<file path="src/include/scb_pkg.sv">
package scb_pkg;

  // ----------------------------------------------------------------
  // Serial frame geometry
  // ----------------------------------------------------------------
  localparam int SERIAL_BITS = 20;
  localparam int FRAME_SLOTS = 32;
  localparam int SLOT_W = 5;
  localparam int SCLK_PER_MCLK = 4;
  localparam int LRCK_PER_SCLK = 64;

  // ----------------------------------------------------------------
  // Build defaults
  // ----------------------------------------------------------------
  localparam int DEFAULT_DIVISOR = 2;
  localparam int DEFAULT_SAMPLE_WIDTH = 20;
  localparam int DIV_CNT_W = 16;

  // ----------------------------------------------------------------
  // APB register map
  // ----------------------------------------------------------------
  localparam logic [7:0] REG_CTRL = 8'h00;
  localparam logic [7:0] REG_STATUS = 8'h04;
  localparam logic [7:0] REG_ADC_LEFT = 8'h08;
  localparam logic [7:0] REG_ADC_RIGHT = 8'h0C;
  localparam logic [7:0] REG_DAC_LEFT = 8'h10;
  localparam logic [7:0] REG_DAC_RIGHT = 8'h14;
  localparam int CTRL_ENABLE_BIT = 0;
  localparam int CTRL_MUTE_BIT = 1;
  localparam logic [1:0] CTRL_RESET = 2'h1;
  localparam int STAT_LEFT_BIT = 0;
  localparam int STAT_ADC_RDY_BIT = 1;
  localparam int STAT_DAC_RDY_BIT = 2;

  typedef enum logic [2:0] {
    SCB_IDLE = 3'b001,
    SCB_RUN = 3'b010,
    SCB_HOLD = 3'b100
  } scb_state_t;

endpackage

</file>
<file path="src/core/scb_clkgen.sv">
// ------------------------------------------------------------------
// Divider chain: main clock to master, bit and channel clocks
// ------------------------------------------------------------------
module scb_clkgen #(
  parameter int DIVISOR = scb_pkg::DEFAULT_DIVISOR
) (
  input wire logic pclk,
  input wire logic presetn,
  input wire logic run,
  output logic mclk_level,
  output logic sclk_level,
  output logic sclk_fall,
  output logic sclk_rise,
  output logic lrck_level,
  output logic [scb_pkg::SLOT_W-1:0] slot
);
  import scb_pkg::*;

  localparam int HALF = (DIVISOR / 2 < 1) ? 1 : DIVISOR / 2;
  localparam logic [DIV_CNT_W-1:0] HALF_M1 = DIV_CNT_W'(HALF - 1);

  typedef struct packed {
    logic [DIV_CNT_W-1:0] div;
    logic mclk;
    logic [1:0] mph;
    logic sclk;
    logic [SLOT_W-1:0] slot;
    logic lrck;
    logic fall;
    logic rise;
  } scb_clk_t;

  scb_clk_t st;
  scb_clk_t next_st;

  always_comb begin
    next_st = st;
    next_st.fall = 1'b0;
    next_st.rise = 1'b0;
    if (!run) begin
      next_st = '0;
      next_st.lrck = 1'b1;
    end else if (st.div == HALF_M1) begin
      next_st.div = '0;
      next_st.mclk = ~st.mclk;
      // sclk toggles on every second mclk fall, so each sclk half-period spans
      // two full mclk periods (four mclk half-periods), giving mclk/4.
      if (st.mclk) begin
        next_st.mph = st.mph + 2'd1;
        if (st.mph[0]) begin
          next_st.sclk = ~st.sclk;
          if (st.sclk) begin
            next_st.fall = 1'b1;
            next_st.slot = st.slot + 1'b1;
            // Left high for 32 bit clocks, right low for 32: lrck = sclk/64.
            if (st.slot == SLOT_W'(FRAME_SLOTS - 1)) begin
              next_st.lrck = ~st.lrck;
            end
          end else begin
            next_st.rise = 1'b1;
          end
        end
      end
    end else begin
      next_st.div = st.div + 1'b1;
    end
  end

  always_ff @(posedge pclk or negedge presetn) begin
    if (!presetn) begin
      st <= '0;
      st.lrck <= 1'b1;
    end else begin
      st <= next_st;
    end
  end

  assign mclk_level = st.mclk;
  assign sclk_level = st.sclk;
  assign sclk_fall = st.fall;
  assign sclk_rise = st.rise;
  assign lrck_level = st.lrck;
  assign slot = st.slot;

endmodule

</file>
<file path="src/core/scb_shifter.sv">
// ------------------------------------------------------------------
// Host-width serial shifter for one direction pair
// ------------------------------------------------------------------
module scb_shifter #(
  parameter int WIDTH = scb_pkg::DEFAULT_SAMPLE_WIDTH
) (
  input wire logic pclk,
  input wire logic presetn,
  input wire logic load,
  input wire logic [WIDTH-1:0] load_data,
  input wire logic shift_out,
  input wire logic shift_in,
  input wire logic serial_in,
  output logic serial_out,
  output logic [WIDTH-1:0] captured
);
  import scb_pkg::*;

  // Shift registers sized by host width; serial length stays twenty.
  typedef struct packed {
    logic [WIDTH-1:0] tx;
    logic [WIDTH-1:0] rx;
    logic [SLOT_W-1:0] tcnt;
    logic [SLOT_W-1:0] rcnt;
  } scb_shf_t;

  scb_shf_t st;
  scb_shf_t next_st;

  always_comb begin
    next_st = st;
    if (load) begin
      next_st.tx = load_data;
      next_st.tcnt = '0;
      next_st.rcnt = '0;
    end else if (shift_out) begin
      // Past the host width, zeros fill the remaining serial slots.
      next_st.tx = {st.tx[WIDTH-2:0], 1'b0};
      next_st.tcnt = st.tcnt + 1'b1;
    end
    // Only the first WIDTH bits of a frame are kept, so a narrow host
    // width drops the low-order tail of the twenty.
    if (shift_in && (st.rcnt < SLOT_W'(WIDTH))) begin
      next_st.rx = {st.rx[WIDTH-2:0], serial_in};
      next_st.rcnt = st.rcnt + 1'b1;
    end
  end

  always_ff @(posedge pclk or negedge presetn) begin
    if (!presetn) begin
      st <= '0;
    end else begin
      st <= next_st;
    end
  end

  assign serial_out = (st.tcnt < SLOT_W'(WIDTH)) ? st.tx[WIDTH-1] : 1'b0;
  assign captured = st.rx;

endmodule

</file>
<file path="src/core/scb_bridge.sv">
// What this block does
// - ADC serial bits gather into a shift register, presented in parallel.
// - Host DAC sample is serialized as a twenty-bit transmission.
// - Variant A inverts codec outputs; variant C moves the DAC slots late; B and D change nothing.
// - Master clock equals main clock divided by the divisor parameter.
// - Host width sets bus and shifter widths; serial transfers stay twenty bits.
// - Active-low reset sets all state asynchronously; enable, left channel and lrck come up high.
// - Channel indicator high for left, low for right.
// - ADC ready rises after all bits received; ADC bus valid meanwhile.
// - DAC ready requests a sample; loaded on the next clock edge.
// - Bit clock runs at one quarter of master clock.
// - Channel clock high left, low right, bit clock over 64.
// - Variants A, B, D send DAC MSB first in first twenty slots.
// - Variant C sends DAC MSB first in last twenty slots.
// - ADC sample received MSB first from first twenty slots.
// - ADC and DAC of one channel share the same frame.
// - After left channel, the identical sequence repeats for right.
module scb_bridge #(
  parameter bit variant_a_inverted_outputs = 1'b0,
  parameter bit variant_b_timing = 1'b0,
  parameter bit variant_c_late_slot = 1'b0,
  parameter bit variant_d_timing = 1'b0,
  parameter int DIVISOR = scb_pkg::DEFAULT_DIVISOR,
  parameter int host_sample_width = scb_pkg::DEFAULT_SAMPLE_WIDTH
) (
  input wire logic pclk,
  input wire logic presetn,
  input wire logic psel,
  input wire logic penable,
  input wire logic pwrite,
  input wire logic [7:0] paddr,
  input wire logic [31:0] pwdata,
  output logic [31:0] prdata,
  output logic pready,
  output logic pslverr,
  output logic left_chan,
  output logic [host_sample_width-1:0] adc_data,
  output logic adc_rdy,
  input wire logic [host_sample_width-1:0] dac_data,
  output logic dac_rdy,
  output logic mclk,
  output logic sclk,
  output logic lrck,
  output logic sdti,
  input wire logic sdto
);
  import scb_pkg::*;

  // Short alias for the host width; every internal host-width vector uses it, the ports use host_sample_width.
  localparam int W = host_sample_width;
  localparam logic [SLOT_W-1:0] LATE_FIRST = SLOT_W'(FRAME_SLOTS - SERIAL_BITS);

  // ----------------------------------------------------------------
  // Helpers
  // ----------------------------------------------------------------
  function automatic logic [31:0] zext(input logic [W-1:0] v);
    logic [31:0] r;
    r = '0;
    r[W-1:0] = v;
    return r;
  endfunction

  function automatic logic in_window(input logic [SLOT_W-1:0] s, input logic late);
    logic r;
    if (late) begin
      r = (s >= SLOT_W'(FRAME_SLOTS - SERIAL_BITS));
    end else begin
      r = (s < SLOT_W'(SERIAL_BITS));
    end
    return r;
  endfunction

  // ----------------------------------------------------------------
  // State
  // ----------------------------------------------------------------
  typedef struct packed {
    scb_state_t fsm;
    logic [1:0] ctrl;
    logic chan_left;
    logic adc_rdy;
    logic dac_rdy;
    logic [W-1:0] adc_out;
    // The last word of each channel stays readable for software.
    logic [W-1:0] adc_left;
    logic [W-1:0] adc_right;
    logic [W-1:0] sw_dac_left;
    logic [W-1:0] sw_dac_right;
    logic [31:0] rdata;
    logic ready;
    logic err;
    logic sdti;
  } scb_top_t;

  scb_top_t st;
  scb_top_t next_st;

  // ----------------------------------------------------------------
  // Register decode
  // ----------------------------------------------------------------
  // Both the answer phase and the commit edge need to know whether an
  // offset is mapped, so the test lives in one place.
  function automatic logic addr_known(input logic [7:0] a);
    logic r;
    case (a)
      REG_CTRL, REG_STATUS, REG_ADC_LEFT, REG_ADC_RIGHT: begin
        r = 1'b1;
      end
      REG_DAC_LEFT, REG_DAC_RIGHT: begin
        r = 1'b1;
      end
      default: begin
        r = 1'b0;
      end
    endcase
    return r;
  endfunction

  // Unmapped offsets read as zero; the error flag tells the master.
  function automatic logic [31:0] read_word(input scb_top_t s, input logic [7:0] a);
    logic [31:0] r;
    r = '0;
    case (a)
      REG_CTRL: begin
        r[1:0] = s.ctrl;
      end
      REG_STATUS: begin
        r[STAT_LEFT_BIT] = s.chan_left;
        r[STAT_ADC_RDY_BIT] = s.adc_rdy;
        r[STAT_DAC_RDY_BIT] = s.dac_rdy;
      end
      REG_ADC_LEFT: begin
        r = zext(s.adc_left);
      end
      REG_ADC_RIGHT: begin
        r = zext(s.adc_right);
      end
      REG_DAC_LEFT: begin
        r = zext(s.sw_dac_left);
      end
      REG_DAC_RIGHT: begin
        r = zext(s.sw_dac_right);
      end
      default: begin
        r = '0;
      end
    endcase
    return r;
  endfunction

  logic mclk_i;
  logic sclk_i;
  logic sclk_fall;
  logic sclk_rise;
  logic lrck_i;
  logic [SLOT_W-1:0] slot;
  logic tx_bit;
  logic [W-1:0] rx_word;
  logic load;
  logic shift_out;
  logic shift_in;
  logic [W-1:0] dac_word;
  logic frame_start;
  logic apb_access;
  logic [SLOT_W-1:0] tx_first;

  // ----------------------------------------------------------------
  // Clock generation and shifter
  // ----------------------------------------------------------------
  scb_clkgen #(
    .DIVISOR(DIVISOR)
  ) u_clk (
    .pclk(pclk),
    .presetn(presetn),
    .run(st.ctrl[CTRL_ENABLE_BIT]),
    .mclk_level(mclk_i),
    .sclk_level(sclk_i),
    .sclk_fall(sclk_fall),
    .sclk_rise(sclk_rise),
    .lrck_level(lrck_i),
    .slot(slot)
  );

  // ----------------------------------------------------------------
  // Serial framing
  // ----------------------------------------------------------------
  // The frame boundary is the sclk fall where the slot counter wraps.
  assign frame_start = sclk_fall && (slot == '0);
  // Request one cycle before the shifter takes the sample.
  assign load = st.dac_rdy;
  // The MSB is already on the line when the window opens, so the shifter
  // advances only on the later falls of the window; shifting on the
  // opening fall as well would lose the MSB.
  assign tx_first = variant_c_late_slot ? LATE_FIRST : '0;
  assign shift_out = sclk_fall && (slot != tx_first) &&
    in_window(slot, variant_c_late_slot);
  // Input bits are sampled on sclk rise in the first twenty slots.
  assign shift_in = sclk_rise && in_window(slot, 1'b0);
  // Host and software sources are ORed; mute wins over both.
  assign dac_word = st.ctrl[CTRL_MUTE_BIT] ? '0 :
    (dac_data | (st.chan_left ? st.sw_dac_left : st.sw_dac_right));

  // The shifter works on host-width words; the slot counter alone bounds
  // each transfer to twenty bits.
  scb_shifter #(
    .WIDTH(W)
  ) u_shf (
    .pclk(pclk),
    .presetn(presetn),
    .load(load),
    .load_data(dac_word),
    .shift_out(shift_out),
    .shift_in(shift_in),
    .serial_in(sdto),
    .serial_out(tx_bit),
    .captured(rx_word)
  );

  // ----------------------------------------------------------------
  // Register bus
  // ----------------------------------------------------------------
  assign apb_access = psel && penable;

  // ----------------------------------------------------------------
  // Sequencer and register file
  // ----------------------------------------------------------------
  always_comb begin
    next_st = st;
    next_st.adc_rdy = 1'b0;
    next_st.dac_rdy = 1'b0;
    next_st.ready = 1'b0;
    // Late window: the line stays low until the window opens, while the
    // loaded MSB waits at the head of the shift register.
    next_st.sdti = (variant_c_late_slot && slot < LATE_FIRST) ? 1'b0 : tx_bit;
    case (st.fsm)
      SCB_IDLE: begin
        // A fresh start always begins with the left channel.
        if (st.ctrl[CTRL_ENABLE_BIT]) begin
          next_st.fsm = SCB_RUN;
          next_st.chan_left = 1'b1;
          next_st.dac_rdy = 1'b1;
        end
      end
      SCB_RUN: begin
        // After the twentieth input bit the ADC word is final.
        // The capture waits one fall past the last rise, so the word is settled.
        if (sclk_fall && slot == SLOT_W'(SERIAL_BITS)) begin
          next_st.adc_out = rx_word;
          next_st.adc_rdy = 1'b1;
          if (st.chan_left) begin
            next_st.adc_left = rx_word;
          end else begin
            next_st.adc_right = rx_word;
          end
          next_st.fsm = SCB_HOLD;
        end
      end
      SCB_HOLD: begin
        if (frame_start) begin
          // Left then right, same sequence each time.
          next_st.chan_left = ~st.chan_left;
          next_st.dac_rdy = 1'b1;
          next_st.fsm = SCB_RUN;
        end
      end
      default: begin
        next_st.fsm = SCB_IDLE;
      end
    endcase
    // Clearing the enable bit drops the sequencer to idle at once; the
    // divider chain is held in its rest phase by the same bit.
    if (!st.ctrl[CTRL_ENABLE_BIT]) begin
      next_st.fsm = SCB_IDLE;
      next_st.chan_left = 1'b1;
    end
    // One wait state: the answer is decoded in the access phase and shows
    // a cycle later; a write lands only on the edge that completes the
    // transfer, so a stalled access phase never commits early.
    if (apb_access && !st.ready) begin
      next_st.ready = 1'b1;
      next_st.err = ~addr_known(paddr);
      next_st.rdata = read_word(st, paddr);
    end
    if (apb_access && st.ready && pwrite && addr_known(paddr)) begin
      case (paddr)
        REG_CTRL: begin
          next_st.ctrl = pwdata[1:0];
        end
        REG_DAC_LEFT: begin
          next_st.sw_dac_left = pwdata[W-1:0];
        end
        REG_DAC_RIGHT: begin
          next_st.sw_dac_right = pwdata[W-1:0];
        end
        default: begin
          next_st.ctrl = st.ctrl;
        end
      endcase
    end
  end

  always_ff @(posedge pclk or negedge presetn) begin
    if (!presetn) begin
      st <= '0;
      st.fsm <= SCB_IDLE;
      // Enable comes up set so the codec is clocked without software.
      st.ctrl <= CTRL_RESET;
      st.chan_left <= 1'b1;
    end else begin
      st <= next_st;
    end
  end

  // ----------------------------------------------------------------
  // Outputs
  // ----------------------------------------------------------------
  // Read data and the error flag come from flops, so the bus sees no
  // path from the address decode straight back to its inputs.
  assign prdata = st.rdata;
  assign pready = st.ready;
  assign pslverr = st.ready & st.err;
  // Host strobes are single-cycle pulses; the host must catch them on the
  // edge that follows.
  assign left_chan = st.chan_left;
  assign adc_data = st.adc_out;
  assign adc_rdy = st.adc_rdy;
  assign dac_rdy = st.dac_rdy;

  // ----------------------------------------------------------------
  // Codec pins
  // ----------------------------------------------------------------
  // Variant A board sits behind inverting buffers; B and D need no change.
  assign mclk = mclk_i ^ variant_a_inverted_outputs;
  assign sclk = sclk_i ^ variant_a_inverted_outputs;
  assign lrck = lrck_i ^ variant_a_inverted_outputs;
  assign sdti = st.sdti ^ variant_a_inverted_outputs;

endmodule

</file>
<file path="config.mk">
export PLATFORM = sky130hd
export DESIGN_NAME = scb_bridge
export DESIGN_NICKNAME = d
export VERILOG_FILES = /design/src/include/scb_pkg.sv /design/src/core/scb_clkgen.sv /design/src/core/scb_shifter.sv /design/src/core/scb_bridge.sv
export SDC_FILE = /design/constraint.sdc
export NUM_CORES = 1
export LEC_CHECK = 0
export ABC_AREA = 1
export BUFFER_PORTS_ARGS = -buffer_cell sky130_fd_sc_hd__buf_2
export CORE_MARGIN = 2
export CORE_UTILIZATION = 53
export DETAILED_ROUTE_END_ITERATION = 16
export PLACE_DENSITY_LB_ADDON = 0.2
export SLEW_MARGIN = 20
export SYNTH_ARGS = -nofsm -noshare
export SYNTH_HDL_FRONTEND = slang
export SYNTH_SLANG_ARGS = --single-unit
</file>
<file path="constraint.sdc">
create_clock -name pclk -period 1.6 [get_ports pclk]
set_input_delay 0.32 -clock pclk [delete_from_list [all_inputs] [get_ports pclk]]
set_output_delay 0.32 -clock pclk [all_outputs]
set_load 0.02 [all_outputs]
</file>
==> flow_summary.yaml <==
outcome:
  status: "finished, violations left"
  violations: "setup timing"
clock_tree:
  path_clk_slew_ns: 0.06
  cts.sinks: 208
  root_buffer: "clkbuf_16"
  cts_buffer_depth: 3
  htree_levels: 1
  cts_tree: "built"
  clkLatencyLatePin_ns: 0.52
  cts_buffers: 23
job:
  drv_cap: 0
placement:
  hpwl_um: 16900
  pre_cts_slack_ns: -0.110
  port_buffers: 102
  routabilityCongestion: 0.865
yosys:
  yosys.area.top_type: "dfrtp_1"
  syn_inst: 1205
  synth_area_um2: 9980
  yosysWarnings: 0
  synth_seq_area_share_pct: 52.2
  synth_area_per_cell_um2: 8.28
  netlist.area_leader.share_pct: 51.2
  netlist_top_cells_area: "dfrtp_1 51%, nand2_1 15%, o21ai_0 5.4%, nand4_1 4.3%, inv_1 4.1%"
  synth_seq_cells: 208
  synth.distinct_cells: 37
layout:
  final_common_cell: "nand2_1"
  fin_util_pct: 68.6
  antennaDiodeCount: 0
  final_cell_mix: "350 x nand2_1, 204 x dfrtp_1, 103 x inv_1"
  nets: 1399
  area_growth_pct: 27.6
  drive_gt1_share_pct: 26.5
worst_setup_path:
  crit_path_end_kind: "flop"
  reg2reg_setup_slack_ns: -0.20
  crit_chain: "buf_6 > clkinvlp_4 > buf_12 > a21o_1 > a21oi_1 > o22ai_2 > nand2_1 > o21ai_0"
  cp_slowest_cell: "dfstp_2"
  cp_max_fo: 6
  startpoint_type: "flop"
  critPathKind: "reg2reg"
  max_stage_delay_ns: 0.53
  crit_arrival_ns: 2.18
  required_ns: 1.98
drt:
  dr.first_iter.drc_count: 815
  drt_pre_antenna_iters: 5
  vias: 8862
  ant_nets: 0
  via_per_inst: 5.62
  avgRoutedWirePerCell_um: 18.5
  drc: 0
  finalWirelength_um: 29200
floorplan:
  io_pins: 127
  initial_utilization_pct: 53.7
  die_y_um: 141
  design.core.area_um2: 18600
  chipWidth_um: 141
  rows: 50
  dieArea_um2: 19900
sta:
  setup_viol: 83
  fmax_mhz: 556
  clock_skew_ns: 0.0220
  fin_crit_ns: 1.80
  fin_crit_sh_pct: 112
  final_max_slew_viol_count: 0
  tns_ns: -9.24
  hold_violations: 0
  rsz0062_at_grt: "yes"
  fin_ws_ns: -0.197
power:
  leakage_nw: 6.28
  peakVddDrop_uv: 835
  power_density_nw_per_um2: 870
global_routing:
  grt_usage_pct: 26.0
  grt_max_degree: 63
  antenna_found_initial: 0
  grt_pass1_wl_um: 41100
  grt_pass1_vias: 7906
  grt-ovfl-total: 0
min_path:
  hold_path.class: "in2reg"
## final cells by class
class | count | area, µm²
inverters | 109 | 415
clock buffers | 33 | 673
flip-flops and latches | 208 | 5210
multi-input cells | 788 | 4230
well taps | 234 | 293
fillers | 1435 | 5840
repair buffers | 196 | 1820
clock inverters | 8 | 90.1
## per-layer routing
layer | wire [µm] | vias up | track usage, %
met1 | 12400 | 4342 | 38.1
met2 | 13800 | 351 | 40.1
met4 | 1030 | 0 | 8.89
met3 | 1970 | 75 | 3.43
met5 | 0 | - | 0
li1 | - | 4094 | -
## where the power goes
part           internal [W]  switching (W)  total (W)  leakage [nW]
Combinational      0.000134       0.000289   0.000422          3.12
Sequential          0.00528      0.0000172    0.00530          2.77
Clock               0.00323        0.00213    0.00536         0.383
Total               0.00865        0.00244     0.0111          6.28
## sequential cells by signal, summed over array words and instances (netlist names)
name	flops
adc_data	20
prdata	20
u_shf.captured	20
dac_rdy	1
u_shf.st	30
u_clk.sclk_fall	1
u_clk.lrck_level	1
u_clk.sclk_rise	1
left_chan	1
u_clk.st	17
u_clk.sclk_level	1
u_clk.mclk_level	1
adc_rdy	1
u_clk.slot	5
sdti	1
pready	1
st	86
## synthesized netlist by cell type (all sizes together)
library cell / count
inv: 109
o21a: 1
nand3b: 1
dfstp: 4
o22ai: 22
clkbuf: 43
o31ai: 1
nand4: 68
o211ai: 1
nor2: 61
nand2: 395
conb: 1
nor3: 13
xnor2: 1
buf: 68
and2: 1
nand3: 32
xor2: 10
a21oi: 18
or2: 2
dfrtp: 204
ha: 7
nor4: 1
a211oi: 16
o21ai: 120
a21o: 2
a21boi: 2
nor3b: 1
## kinds of logic after synthesis
| logic type | Yosys count | share of synthesized area, % |
|---|---|---|
| compound gates | 183 | 10.0 |
| xor+xnor | 11 | 0.965 |
| fa+ha+maj | 7 | 0.878 |
| buf+inv | 220 | 10.9 |
| flops | 208 | 52.2 |
| other cells | 1 | 0.0376 |
| simple gates | 575 | 24.9 |
## per-stage QoR
step	instance area (µm²)	hold slack (ns)	total power (W)	std cells
finish	12700	0.0734	0.0111	1576
global route	12700	0.0765	0.0114	1576
CTS	11800	0.0670	0.0111	1547
detailed placement	10700	0.250	0.00579	1494
global placement	10700	0.244	0.00579	1494
floorplan	10000	0.0244	0.00556	1216
## final timing paths
kind                                 start  depth (start not counted)                 to
min in group asynchronous          presetn                          2             st[62]
worst min-delay path                  sdto                          3  u_shf.captured[0]
worst min register to register  prdata[15]                          2         prdata[15]
max in group asynchronous          presetn                          3    u_clk.sclk_fall
worst max-delay path             left_chan                          8       u_shf.st[48]
worst max register to register   left_chan                          8       u_shf.st[48]
## critical path, delay by kind of cell (launching register included)
family | cells | cell delay, ns
compound gates | 4 | 0.53
flops | 1 | 0.53
buf+inv | 3 | 0.52
simple gates | 1 | 0.09
## repair_timing
action,in CTS,in global routing
hold buffers,1,0
resized for setup,45,167
setup buffers,6,11
cloned,5,22
endpoints found under the hold margin,25,0
setup endpoints to repair,66,99
pin swaps,2,16
(Power assumes the default switching activity.)
